[config.mk]
export PLATFORM = sky130hd
export DESIGN_NAME = msir_regs
export DESIGN_NICKNAME = d
export VERILOG_FILES = /design/src/msir_regs.v /design/src/msir_event_latch.v /design/src/msir_irq_gen.v
export VERILOG_INCLUDE_DIRS = /design/src
export SDC_FILE = /design/constraint.sdc
export NUM_CORES = 1
export LEC_CHECK = 0
export BUFFER_PORTS_ARGS = -buffer_cell sky130_fd_sc_hd__buf_2
export CORE_MARGIN = 10
export CORE_UTILIZATION = 47
export DETAILED_ROUTE_END_ITERATION = 12
export GPL_TIMING_DRIVEN = 0
export HOLD_SLACK_MARGIN = 0.02
export PLACE_DENSITY = 0.73
export SYNTH_ARGS = -nofsm -noshare
export SYNTH_HDL_FRONTEND = slang
export SYNTH_SLANG_ARGS = --single-unit
export TNS_END_PERCENT = 100
[constraint.sdc]
create_clock -name clk -period 2 [get_ports clk]
set_input_delay 0.3 -clock clk [delete_from_list [all_inputs] [get_ports clk]]
set_output_delay 0.3 -clock clk [all_outputs]
set_load 0.03 [all_outputs]
[src/msir_consts.vh]
/*
  shared constants of the modem event status and interrupt register block.
  assumes inclusion by bare name from every design file of the block.
*/
`ifndef MSIR_CONSTS_VH
`define MSIR_CONSTS_VH

// register offsets (word addresses on the plain register port)
`define MSIR_OFS_STATUS     8'h20
`define MSIR_OFS_MASK       8'h21
`define MSIR_OFS_LINE_CTRL  8'h22
`define MSIR_OFS_SWRST      8'h07
`define MSIR_OFS_IRQ_CFG    8'h02

// reset values
`define MSIR_RST_STATUS     16'h0000
`define MSIR_RST_MASK       16'h0024
`define MSIR_RST_LINE_CTRL  16'h0048
`define MSIR_RST_IRQ_CFG    16'h0000

// status bit positions
`define MSIR_B_RESET        15
`define MSIR_B_INH_OFF      14
`define MSIR_B_INH_ON       13
`define MSIR_B_GAP          12
`define MSIR_B_FRAME        11
`define MSIR_B_PARITY       10
`define MSIR_B_WDOG         9
`define MSIR_B_CRC          8
`define MSIR_B_RX_LVL       7
`define MSIR_B_RX_FULL      6
`define MSIR_B_RX_EMPTY     5
`define MSIR_B_TX_LVL       4
`define MSIR_B_TX_FULL      3
`define MSIR_B_TX_EMPTY     2
`define MSIR_B_CARRIER      1
`define MSIR_B_CTS          0

// bits of status that latch until cleared by writing one
`define MSIR_STICKY_MASK    16'h9f00
// writable bits of the mask and line control registers
`define MSIR_MASK_WMASK     16'h7fff
`define MSIR_LCTL_WMASK     16'hf1fd

// line control fields
`define MSIR_LC_MOD_EN      3
`define MSIR_LC_DUP_EN      2
`define MSIR_LC_RTS         0

// interrupt configuration fields
`define MSIR_IC_LEVEL       2
`define MSIR_IC_POL         3

// interrupt pulse counter load for edge-sensitive hosts; the pin pulse lasts one cycle more, 5 cycles
`define MSIR_IRQ_PULSE_CYC  4'h4

`endif

[src/msir_regs.v]
/*
  modem event status, interrupt mask, line control and software reset
  registers, with interrupt output and fifo flush request.
  assumes a host register port with one-cycle strobes and read data the
  cycle after, and event inputs synchronous to clk.
*/
// Contract
// - writing one to reset bit zero starts a software reset; upper bits reserved.
// - software reset restores all register defaults and empties both fifos.
// - a monitored event sets its status bit to one.
// - sticky bits hold until host writes one; zero leaves them.
// - carrier bit is live, shows carrier only in fsk mode.
// - fifo bits 7..2 follow present rx and tx fifo conditions.
// - inhibitor on and off bits 13 and 14 show present inhibitor state.
// - outside full duplex, clear-to-send only after rts set and no carrier.
// - cts bit 0 read-only; one when cleared in fsk and modulator active.
// - bit 15 sets whenever a reset occurred; sticky until cleared.
// - gap error sets bit 12, parity error bit 10, in fsk mode.
// - bit 11 on fsk frame error or manchester half-bit slip.
// - bit 9 on host watchdog expiry, bit 8 on bad crc.
// - mask bit zero passes event to interrupt; one blocks, status still shows.
// - mask bits 14..0 map to status bits; bit 15 reserved.
// - mask resets to 0x0024, blocking only rx and tx empty.
// - interrupt pin pulses or holds level until status read, per control.
`include "msir_consts.vh"

module msir_regs (
  // clock and reset
  input  wire        clk,
  input  wire        reset_n,
  // register port
  input  wire [7:0]  reg_addr,
  input  wire [15:0] reg_wdata,
  input  wire        reg_wr,
  input  wire        reg_rd,
  output reg  [15:0] reg_rdata,
  // modem mode and line state
  input  wire        manchester_bus_mode,
  input  wire        carrier_present,
  input  wire        modulator_active,
  input  wire        inhibit_triggered,
  input  wire        inhibit_timeout_expired,
  // error events, one-cycle or longer
  input  wire        gap_error,
  input  wire        frame_error,
  input  wire        half_bit_slip,
  input  wire        parity_error,
  input  wire        host_watchdog_expired,
  input  wire        crc_error,
  // fifo conditions
  input  wire        rx_fifo_at_threshold,
  input  wire        rx_fifo_full,
  input  wire        rx_fifo_empty,
  input  wire        tx_fifo_at_threshold,
  input  wire        tx_fifo_full,
  input  wire        tx_fifo_empty,
  // outputs to modem and host
  output reg         fifo_flush,
  output reg         modem_enable,
  output reg         loopback_enable,
  output reg         clear_to_send,
  output wire        irq_pin
);

  reg  [15:0] mask_q;
  reg  [15:0] lctl_q;
  reg  [15:0] icfg_q;
  reg         swrst_q;
  reg         rst_seen_q;
  wire [15:0] sticky;
  wire [15:0] status;
  wire [15:0] ev_vec;
  wire [15:0] clr_vec;
  wire        fsk_mode;
  wire        wr_status;
  wire        wr_mask;
  wire        wr_lctl;
  wire        wr_icfg;
  wire        wr_swrst;
  wire        cts_now;
  wire        irq_req;

  assign fsk_mode  = ~manchester_bus_mode;
  assign wr_status = reg_wr && (reg_addr == `MSIR_OFS_STATUS);
  assign wr_mask   = reg_wr && (reg_addr == `MSIR_OFS_MASK);
  assign wr_lctl   = reg_wr && (reg_addr == `MSIR_OFS_LINE_CTRL);
  assign wr_icfg   = reg_wr && (reg_addr == `MSIR_OFS_IRQ_CFG);
  assign wr_swrst  = reg_wr && (reg_addr == `MSIR_OFS_SWRST) && reg_wdata[0];

  assign cts_now = lctl_q[`MSIR_LC_RTS] & lctl_q[`MSIR_LC_MOD_EN]
                 & (lctl_q[`MSIR_LC_DUP_EN] | ~carrier_present);

  // event vector into the sticky latches
  assign ev_vec[`MSIR_B_RESET]   = rst_seen_q;
  assign ev_vec[`MSIR_B_INH_OFF] = 1'b0;
  assign ev_vec[`MSIR_B_INH_ON]  = 1'b0;
  // gap and parity in fsk mode
  assign ev_vec[`MSIR_B_GAP]     = gap_error & fsk_mode;
  assign ev_vec[`MSIR_B_FRAME]   = fsk_mode ? frame_error : half_bit_slip;
  assign ev_vec[`MSIR_B_PARITY]  = parity_error & fsk_mode;
  assign ev_vec[`MSIR_B_WDOG]    = host_watchdog_expired;
  assign ev_vec[`MSIR_B_CRC]     = crc_error;
  assign ev_vec[7:0]             = 8'h00;

  assign clr_vec = wr_status ? (reg_wdata & `MSIR_STICKY_MASK) : 16'h0000;

  msir_event_latch #(
    .W (16)
  ) u_latch (
    .clk      (clk),
    .reset_n  (reset_n),
    .flush    (swrst_q),
    .event_in (ev_vec),
    .clear_in (clr_vec),
    .flags    (sticky)
  );

  // live bits merged with sticky ones
  assign status = (sticky & `MSIR_STICKY_MASK)
                | {1'b0, inhibit_timeout_expired, inhibit_triggered, 5'b00000,
                   rx_fifo_at_threshold, rx_fifo_full, rx_fifo_empty,
                   tx_fifo_at_threshold, tx_fifo_full, tx_fifo_empty,
                   carrier_present & fsk_mode,
                   clear_to_send & fsk_mode & modulator_active};

  assign irq_req = |(status & ~mask_q);

  always @(posedge clk) begin
    if (!reset_n || swrst_q) begin
      mask_q  <= `MSIR_RST_MASK;
      lctl_q  <= `MSIR_RST_LINE_CTRL;
      icfg_q  <= `MSIR_RST_IRQ_CFG;
    end else begin
      if (wr_mask) begin
        mask_q <= reg_wdata & `MSIR_MASK_WMASK;
      end
      if (wr_lctl) begin
        lctl_q <= reg_wdata & `MSIR_LCTL_WMASK;
      end
      if (wr_icfg) begin
        icfg_q <= reg_wdata & 16'h000c;
      end
    end
  end

  always @(posedge clk) begin
    if (!reset_n) begin
      swrst_q         <= 1'b0;
      rst_seen_q      <= 1'b1;
      fifo_flush      <= 1'b0;
      modem_enable    <= 1'b0;
      loopback_enable <= 1'b0;
      clear_to_send   <= 1'b0;
      reg_rdata       <= 16'h0000;
    end else begin
      swrst_q         <= wr_swrst;
      rst_seen_q      <= swrst_q;
      fifo_flush      <= wr_swrst;
      modem_enable    <= lctl_q[`MSIR_LC_MOD_EN];
      loopback_enable <= lctl_q[`MSIR_LC_DUP_EN];
      clear_to_send   <= cts_now & ~swrst_q;
      if (reg_rd) begin
        case (reg_addr)
          `MSIR_OFS_STATUS:    reg_rdata <= status;
          `MSIR_OFS_MASK:      reg_rdata <= mask_q;
          `MSIR_OFS_LINE_CTRL: reg_rdata <= lctl_q;
          `MSIR_OFS_IRQ_CFG:   reg_rdata <= icfg_q;
          default:             reg_rdata <= 16'h0000;
        endcase
      end else begin
        reg_rdata <= 16'h0000;
      end
    end
  end

  msir_irq_gen u_irq (
    .clk         (clk),
    .reset_n     (reset_n),
    .level_mode  (icfg_q[`MSIR_IC_LEVEL]),
    .active_high (icfg_q[`MSIR_IC_POL]),
    .status_read (reg_rd && (reg_addr == `MSIR_OFS_STATUS)),
    .request     (irq_req),
    .irq_pin     (irq_pin)
  );

endmodule // msir_regs

[src/msir_event_latch.v]
/*
  per-bit sticky event latch with write-one-to-clear.
  assumes single clock; events are one or more cycles high.
*/
`include "msir_consts.vh"

module msir_event_latch #(
  parameter W = 16
) (
  // clock and reset
  input  wire         clk,
  input  wire         reset_n,
  input  wire         flush,
  // events and clear
  input  wire [W-1:0] event_in,
  input  wire [W-1:0] clear_in,
  // latched flags
  output wire [W-1:0] flags
);

  genvar i;
  generate
    for (i = 0; i < W; i = i + 1) begin : g_bit
      reg flag_q;
      always @(posedge clk) begin
        if (!reset_n || flush) begin
          flag_q <= 1'b0;
        end else if (event_in[i]) begin
          flag_q <= 1'b1;
        end else if (clear_in[i]) begin
          flag_q <= 1'b0;
        end
      end
      assign flags[i] = flag_q;
    end
  endgenerate

endmodule // msir_event_latch

[src/msir_irq_gen.v]
/*
  interrupt pin shaper: pulse or held level, selectable polarity.
  assumes request is the or of unmasked status bits.
*/
`include "msir_consts.vh"

module msir_irq_gen (
  // clock and reset
  input  wire clk,
  input  wire reset_n,
  // control
  input  wire level_mode,
  input  wire active_high,
  input  wire status_read,
  // request in, pin out
  input  wire request,
  output reg  irq_pin
);

  reg       req_prev_q;
  reg       held_q;
  reg [3:0] pulse_cnt_q;
  wire      new_req = request & ~req_prev_q;

  always @(posedge clk) begin
    if (!reset_n) begin
      req_prev_q  <= 1'b0;
      held_q      <= 1'b0;
      pulse_cnt_q <= 4'h0;
      irq_pin     <= 1'b1;
    end else begin
      req_prev_q <= request;
      if (new_req) begin
        held_q <= 1'b1;
      end else if (status_read) begin
        held_q <= 1'b0;
      end
      if (new_req) begin
        pulse_cnt_q <= `MSIR_IRQ_PULSE_CYC;
      end else if (pulse_cnt_q != 4'h0) begin
        pulse_cnt_q <= pulse_cnt_q - 4'h1;
      end
      irq_pin <= ~active_high ^ (level_mode ? (held_q | new_req)
                                            : (pulse_cnt_q != 4'h0 || new_req));
    end
  end

endmodule // msir_irq_gen

Yosys cells after proc, flatten, opt, wreduce, memory -nomap -nowiden
Index checks and enable logic that the tools add are counted.
Widths: inputs -> output; s select.
- register bits: 63
- input port bits: 45
- output and inout bits: 21
- logic and storage cells: 89
- add/sub/neg operators: 1
- equality and inequality tests: 5
- mux-type cells: 20
- bitwise logic cells: 21
- reductions and logical operators: 22
- operators with widths (cell ; count):
    $pmux 16 s4 ; 1
    $eq 8x6->1 const B ; 3
    $and 16x16->16 ; 1
    $mux 1 ; 16
    $mux 16 ; 1
    $not 15->16 ; 1
    $or 16x15->16 ; 1
    $reduce_bool 2->1 ; 8
    $reduce_or 16->1 ; 1
    $and 1x1->1 ; 9
    $eq 8x2->1 const B ; 1
    $eq 8x3->1 const B ; 1
    $logic_and 1x1->1 ; 7
    $mux 3 ; 2
    $not 1->1 ; 6
    $reduce_bool 4->1 ; 1
    $sub 4x1->4 const B ; 1
    $logic_or 1x1->1 ; 2
    $or 1x1->1 ; 2
    $reduce_and 2->1 ; 1
    $reduce_or 2->1 ; 1
    $logic_not 1->1 ; 1
    $xor 1x1->1 ; 1

Logic depth before layout (Yosys ltp)
Gate-level depths: netlist (run 1).
- depth in word-level cells: 10
- mapped depth: 10
- depth with buffers taken out: 7

Hierarchy
A second synthesis (run 1) with hierarchy kept.
- cell total of the unflattened synthesis: 371
- area total of the unflattened synthesis: 3290.7 um^2
- by module, submodules not included (module ; times used ; cells an instance ; area each (um^2) ; seq. area each (um^2)):
    msir_regs ; 1 ; 251 ; 2187.1 ; 1001.0
    msir_event_latch ; 1 ; 83 ; 770.7 ; 320.3
    msir_irq_gen ; 1 ; 37 ; 332.8 ; 140.1

Worst setup path before layout (run 1)
OpenSTA, ideal clock, no wires.
- kind: input to register
- from: in reg_addr[7]
- to: reg icfg_q[3]
- setup time: 0.127 ns
- arrival time: 1.865 ns
- required time: 1.873 ns
- slack: 0.007 ns
- stages: 6
- buffers on the path: 1
- cells stage by stage: or4_4 > buf_6 > or3b_1 > or3_4 > mux2i_1 > nor2_1
- longest elaborated chain between the ends: 2
- RTL lines (item ; RTL line ; source):
    start, declared ; msir_regs.v:32 ; input wire [7:0] reg_addr,
    $eq 8x2->1 ; n/a ;
    $logic_and 1x1->1 ; msir_regs.v:87 ; assign wr_icfg = reg_wr && (reg_addr == `MSIR_OFS_IRQ_CFG);
    end signal, assigned ; msir_regs.v:132 ; icfg_q <= `MSIR_RST_IRQ_CFG;
    end signal, assigned ; msir_regs.v:141 ; icfg_q <= reg_wdata & 16'h000c;
    end, declared ; msir_regs.v:67 ; reg [15:0] icfg_q;
Every way passes these cells.
A chain may end at the register's enable or synchronous reset.

Final worst setup path (run 1)
- from: reg u_irq.pulse_cnt_q[0]
- to: reg u_irq.irq_pin
- longest elaborated chain between the ends: 4
- RTL lines (item ; RTL line ; source):
    start, declared ; msir_irq_gen.v:22 ; reg [3:0] pulse_cnt_q;
    start signal, assigned ; msir_irq_gen.v:39 ; pulse_cnt_q <= `MSIR_IRQ_PULSE_CYC;
    start signal, assigned ; msir_irq_gen.v:41 ; pulse_cnt_q <= pulse_cnt_q - 4'h1;
    $reduce_bool 4->1 ; msir_irq_gen.v:44 ; : (pulse_cnt_q != 4'h0 || new_req));
    $logic_or 1x1->1 ; msir_irq_gen.v:44 ;
    $mux 1 ; msir_irq_gen.v:43 ; irq_pin <= ~active_high ^ (level_mode ? (held_q | new_req)
    $xor 1x1->1 ; msir_irq_gen.v:43 ;
    end signal, assigned ; msir_irq_gen.v:43 ;
    end, declared ; msir_irq_gen.v:17 ; output reg irq_pin
Every way passes these cells.

==> summary.md, run 1 <==
| Metric | Value |
|---|---|
| Status | `finished, final reports clean` |
| Nets | `446` |
| Core area | `5510 um^2` |
| Synth area leader | `dfxtp_1` |
| Switching share of power | `23.4%` |
| Cell mode on critical path | `and3_1` |
| Avg Vias per Cell | `5.46` |
| Worst VDD drop | `0.441 mV` |
| Crit end category | `flop` |
| RSZ-0062 raised after global routing | `no` |
| H-tree levels | `3` |
| Num CTS Buffers | `9` |
| Worst path cell trace | `inv_1 > ha_1 > nor3b_2 > mux2_2 > and3_1 > and3_1 > nor4_1` |
| Reg clk slew, reported paths | `0.06 ns` |
| Final Hold Viols | `0` |
| Commonest cells after routing, fill and taps aside | `nand2_1, buf_2, dfxtp_1` |
| FMAX | `535 MHz` |
| Die Height | `95.4 um` |
| Sequential cell area fraction in the yosys report | `47.2%` |
| Vias in the first global route | `2,466` |
| Area growth from synthesis to layout | `23.7%` |
| Critical path class | `flop to flop` |
| GRT Util Overall | `17.1%` |
| Initial DRT Pass Iterations | `5` |
| Setup TNS | `0 ns` |
| DRC violations left | `0` |
| Syn avg cell area | `8.32 um^2` |
| P_int | `1.97 mW` |
| Initial core utilization | `48.5%` |
| Yosys warns | `0` |
| Post-route setup slack | `0.131 ns` |
| Slew HR | `50.1%` |
| Max Slew Vio Count | `0` |
| Net Count, Synth | `367` |
| Sw power | `602 uW` |
| IO buf count | `64` |
| Crit start category | `flop` |
| Library cells used by synthesis | `37` |
| N_diodes | `0` |
| Max incr delay on CP | `0.37 ns` |
| Crit share post-route | `93.4%` |
| Worst-margin pin slew | `0.741 ns` |
| Slowest-stage cell, CP | `dfxtp_1` |
| Comb pwr share | `8.8%` |
| Most used flip-flop cell after synthesis | `dfxtp_1` |
| Number of routed nets with antenna violations | `0` |
| Grt total ovfl | `0` |
| Clock Power Share | `40.7%` |
| Clock skew | `0.00875 ns` |
| First-pass GRT wire length | `12.0 mm` |
| Max cap viols | `0` |
| DP Worst Slack | `-0.341 ns` |
| WL/cell | `16.5 um` |
| Drt first-iter violations | `245` |
| PD cells | `780 nW/um^2` |
| Post-synth top area share | `47.2%` |
| Die area | `9100 um^2` |
| Fill cells | `516` |
| Io pins | `66` |
| Worst reg2reg setup slack | `0.13 ns` |
| Via count | `2,592` |
| Worst-skew pair later-pin latency | `0.34 ns` |
| Syn Inst Count | `321` |
| Pin count of the biggest net entering global routing | `11` |
| Max FO, Critical Path | `4` |
| Crit path time final | `1.87 ns` |
| Longest Clk Path Bufs | `2` |
| Clk sinks | `63` |
| Synth area leaders | `dfxtp_1, nand2_1, a21oi_1, a22oi_1, nor2_1` |
| Layout cells sized above 1 | `23.6%` |
| Initial antenna violation count | `0` |
| #FFs+latches synth | `63` |
| Number of flops mapped to enable cells by yosys | `0` |
| Synthesized cell area | `2670 um^2` |
| Flip-flop and latch area | `1260 um^2` |
| Commonest non-fill, non-tap cell in the layout | `nand2_1` |
| Sequential share of power | `50.4%` |
| Die Span X | `95.4 um` |
| Hold Buf Count CTS | `0` |
| Root buf cell | `clkbuf_8` |
| Final setup violation count | `0` |
| Lkg Pwr | `1.36 nW` |
| Area of the multi-input gates | `1280 um^2` |
| CP arrival | `2.11 ns` |
| Total wire length | `7.81 mm` |
| CP required | `2.24 ns` |
| TritonCTS clock tree | `done` |
| Hold Path Class | `primary input to flop` |
| Hpwl dp | `5.74 mm` |
| Post-synth ARST share | `0%` |
| Site row count | `27` |
| Placer's final routability congestion estimate | `0.842` |
power groups by stage:
| stage | sequential, mW | combinational [mW] | clock [mW] |
|---|---|---|---|
| finish | 1.30 | 0.228 | 1.05 |
| CTS | 1.30 | 0.223 | 1.06 |
| global placement | 1.32 | 0.217 | 0 |
| global route | 1.30 | 0.251 | 1.12 |
| floorplan | 1.33 | 0.116 | 0 |
| detailed placement | 1.32 | 0.222 | 0 |
sequential cells by signal (all words and copies together) (netlist names), 2 cells and up:
name	flops
mask_q	15
lctl_q	12
reg_rdata	16
u_latch.g_bit.flag_q	6
u_irq.pulse_cnt_q	4
icfg_q	2
kinds of logic after synthesis:
family	Yosys count	synth area share, %
AND/OR/NAND/NOR	152	28.0
AO/OA/AOI/OAI	67	15.9
flip-flops	63	47.2
buffers and inverters	30	5.30
multiplexers	7	2.72
XOR/XNOR	1	0.328
adder cells (fa/ha/maj)	1	0.469
per-layer routing:
metal	global-route usage [%]	part of all wire, %	vias up
li1	-	-	1254
met1	21.3	42	1199
met2	27.2	47	123
met3	3.85	9.3	16
met4	8.72	1.5	0
met5	0	0	-
through the flow:
stage | cells | hold WS [ns] | utilization (%) | power [mW] | cell area, um^2
2_1_floorplan | 321 | 0.392 | - | 1.44 | 2670
3_3_place_gp | 457 | 0.416 | 55.9 | 1.54 | 3080
3_5_place_dp | 457 | 0.426 | 55.9 | 1.55 | 3080
4_1_cts | 471 | 0.162 | 59.2 | 2.58 | 3260
5_1_grt | 475 | 0.175 | 60.0 | 2.67 | 3300
6_report | 475 | 0.166 | 60.0 | 2.58 | 3300
final timing paths:
path | start | endpoint | depth (start not counted)
max | u_irq.pulse_cnt_q[0] | u_irq.irq_pin | 7
min | crc_error | u_latch.g_bit[8].flag_q | 3
min reg2reg | rst_seen_q | u_latch.g_bit[15].flag_q | 2
max reg2reg | u_irq.pulse_cnt_q[0] | u_irq.irq_pin | 7
area by class of cell:
class	count	area share, %
flip-flops and latches	63	38.2
clock inverters	1	0.909
repair buffers	68	10.6
multi-input cells	228	38.7
well taps	72	2.73
plain buffers	17	2.84
clock buffers	13	4.51
inverters	13	1.48
synth_stat cells (3+ instances only):
cell type,n
nand2_1,70
dfxtp_1,63
a21oi_1,31
nor2_1,26
a22oi_1,17
nand3_1,14
inv_1,13
clkbuf_1,10
nand2b_1,9
a22o_1,7
nor2b_1,6
mux2i_1,5
o21ai_0,5
and2_1,4
nor3b_1,4
and3_1,3
buf_4,3
nor3_1,3
o2111ai_1,3
worst max-delay path, delay by kind of cell, from the launching register on:
family | cells | cell delay (ns)
AND/OR/NAND/NOR | 4 | 0.83
multiplexers | 1 | 0.28
buffers and inverters | 1 | 0.06
flip-flops | 1 | 0.37
adder cells (fa/ha/maj) | 1 | 0.24
repair_timing:
item,in CTS,in global routing
cloned,0,0
pin swaps,0,2
endpoints found under the setup margin,7,32
gates resized for setup,1,5
buffers inserted,0,4
hold endpoints to repair,0,0
Note: power is estimated with default switching activity, not from simulation.
==> inputs of run 2 (changes only) <==
Settings changed: GPL_TIMING_DRIVEN 0 to default, PLACE_DENSITY 0.73 to default, PLACE_DENSITY_LB_ADDON from default to 0.1.
==> run 2 against run 1 <==
Sequential cell count unchanged; setup slack improved by 0.042 ns; register-to-register slack improved by 0.04 ns; combinational power decreased by 2%; critical path type unchanged; clock power increased by 13%; critical path depth unchanged; core utilization increased by 1.3 points; non-clock buffer count increased by 1; sequential share of layout area decreased by 0.82 points; hold slack got worse by 0.0014 ns.
==> summary.md, run 2 (synthesized netlist as in run 1, its figures left out) <==
| Metric | Value |
|---|---|
| Worst-skew pair later-pin latency | `0.34 ns (about the same)` |
| Longest Clk Path Bufs | `2 (unchanged)` |
| Max FO, Critical Path | `4 (unchanged)` |
| Slowest-stage cell, CP | `dfxtp_1` |
| Lkg Pwr | `1.42 nW (+3.9%)` |
| Grt total ovfl | `0 (unchanged)` |
| Worst path cell trace | `inv_1 > ha_1 > nor3b_1 > mux2_2 > and3_1 > and3_1 > nor4_1` |
| Status | `finished, final reports clean` |
| GRT Util Overall | `16.7% (-0.40 points)` |
| Reg clk slew, reported paths | `0.07 ns (about the same)` |
| Worst reg2reg endpoint | `u_irq.irq_pin` |
| Site row count | `27 (unchanged)` |
| Clk sinks | `63 (unchanged)` |
| Nets | `447 (+0.22%)` |
| Non-Filler Instances | `478 (+0.63%)` |
| Final Hold Viols | `0 (unchanged)` |
| TritonCTS clock tree | `done` |
| Total setup buffers inserted after CTS | `0 (unchanged)` |
| RSZ-0062 raised after global routing | `no` |
| Initial DRT Pass Iterations | `4 (-1)` |
| Hpwl dp | `5.69 mm (-0.88%)` |
| H-tree levels | `3 (unchanged)` |
| Hold Path Origin | `crc_error` |
| PD cells | `802 nW/um^2 (+2.9%)` |
| R2R Path Start | `u_irq.pulse_cnt_q[0]` |
| Worst VDD drop | `0.387 mV (-12%)` |
| CP required | `2.24 ns (about the same)` |
| Die Height | `95.4 um (unchanged)` |
| Vias in the first global route | `2,423 (-1.7%)` |
| Max cap viols | `0 (unchanged)` |
| Biggest register | `reg_rdata` |
| Clock skew | `0.00995 ns (+0.00120 ns)` |
| Max Slew Vio Count | `0 (unchanged)` |
| Critical path class | `flop to flop` |
| Max FFs per register | `16 (unchanged)` |
| Crit share post-route | `91.3% (-2.1 points)` |
| Final Core Density | `61.3% (+1.3 points)` |
| Cell mode on critical path | `and3_1` |
| Hold Path Class | `primary input to flop` |
| Worst reg2reg setup slack | `0.17 ns (+0.04 ns)` |
| Drt first-iter violations | `148 (-40%)` |
| WL/cell | `15.8 um (-4.2%)` |
| Root buf cell | `clkbuf_8` |
| DRC violations left | `0 (unchanged)` |
| Io pins | `66 (unchanged)` |
| Power Total | `2.71 mW (+5.1%)` |
| Placer's final routability congestion estimate | `0.924 (+9.8%)` |
| Pin count of the biggest net entering global routing | `33 (+22)` |
| Final setup violation count | `0 (unchanged)` |
| Initial core utilization | `48.5% (unchanged)` |
| Number of routed nets with antenna violations | `0 (unchanged)` |
| Core area | `5510 um^2 (unchanged)` |
| Hold Path Depth | `3 (unchanged)` |
| Placed Cells | `462 (+1.1%)` |
| Num CTS Buffers | `9 (unchanged)` |
| Worst-margin pin slew | `0.602 ns (-0.140 ns)` |
| Setup TNS | `0 ns (unchanged)` |
| Area growth from synthesis to layout | `26.4%` |
| First-pass GRT wire length | `11.9 mm (-1.3%)` |
| IO buf count | `65 (+1.6%)` |
| Crit path time final | `1.83 ns (-0.0417 ns)` |
| Via count | `2,508 (-3.2%)` |
| Die Span X | `95.4 um (unchanged)` |
| Biggest regs | `reg_rdata (16), mask_q (15), lctl_q (12)` |
| Layout cells sized above 1 | `26.6% (+3.0 points)` |
| Crit start category | `flop` |
| Total wire length | `7.54 mm (-3.6%)` |
| Crit end category | `flop` |
| N_diodes | `0 (unchanged)` |
| Commonest cells after routing, fill and taps aside | `nand2_1, buf_2, dfxtp_1` |
| WHS Endpoint | `u_latch.g_bit[8].flag_q` |
| Hold Buf Count CTS | `0 (unchanged)` |
| CP arrival | `2.07 ns (-0.04 ns)` |
| FMAX | `547 MHz (+2.3%)` |
| Final hold slack | `0.165 ns (-0.00143 ns)` |
| Slew HR | `59.5% (+9.4 points)` |
| Max incr delay on CP | `0.37 ns (about the same)` |
| Post-CTS sizing | `0 (-1)` |
| Die area | `9100 um^2 (unchanged)` |
| Reg2Reg Depth | `7 (unchanged)` |
| Commonest non-fill, non-tap cell in the layout | `nand2_1` |
| Initial antenna violation count | `0 (unchanged)` |
| Avg Vias per Cell | `5.25 (-3.8%)` |
## run 2: through the flow
stage | cell area (um^2) | setup slack (ns)
floorplan | 2670 | 0.00749
global placement | 3160 | -0.0421
detailed placement | 3160 | -0.0794
CTS | 3370 | 0.165
global route | 3370 | 0.0350
finish | 3370 | 0.173
## run 2: critical path: cells and delay by family (launching register included)
kind          cells  cell delay, ns
fa+ha+maj         1            0.23
simple gates      4            0.78
mux               1            0.29
buf+inv           1            0.06
flops             1            0.37
## run 2: worst max path at each step
stage,end,startpoint,cells after the start,slack (ns)
after global routing,u_irq.irq_pin,u_irq.pulse_cnt_q[0],7,0.03
after CTS,u_irq.irq_pin,u_irq.pulse_cnt_q[0],7,0.17
after detailed placement,icfg_q[3],reg_addr[7],6,-0.08
final,u_irq.irq_pin,u_irq.pulse_cnt_q[0],7,0.17
after global placement,icfg_q[3],reg_addr[7],6,-0.04
after floorplan,icfg_q[3],reg_addr[7],6,0.007
## run 2: area by class of cell
class                           instances  area (um^2)
Sequential cell                        63         1260
Multi-Input combinational cell        228         1270
Tap cell                               72         90.1
Inverter                               13         48.8
Clock inverter                          7         87.6
Timing Repair Buffer                   86          495
Clock buffer                            9          124
Fill cell                             521         2130
## run 2: power by group
part / switching (mW) / internal, mW / total [mW]
sequential: 0.0173 / 1.28 / 1.30
combinational: 0.127 / 0.0967 / 0.223
clock: 0.495 / 0.692 / 1.19
## run 2: routing by layer
metal,wire (um),GRT usage (%),vias to the layer above
met1,3310,21.7,1140
li1,-,-,1265
met4,74,5.90,0
met2,3400,25.9,95
met3,756,4.87,8
met5,0,0,-
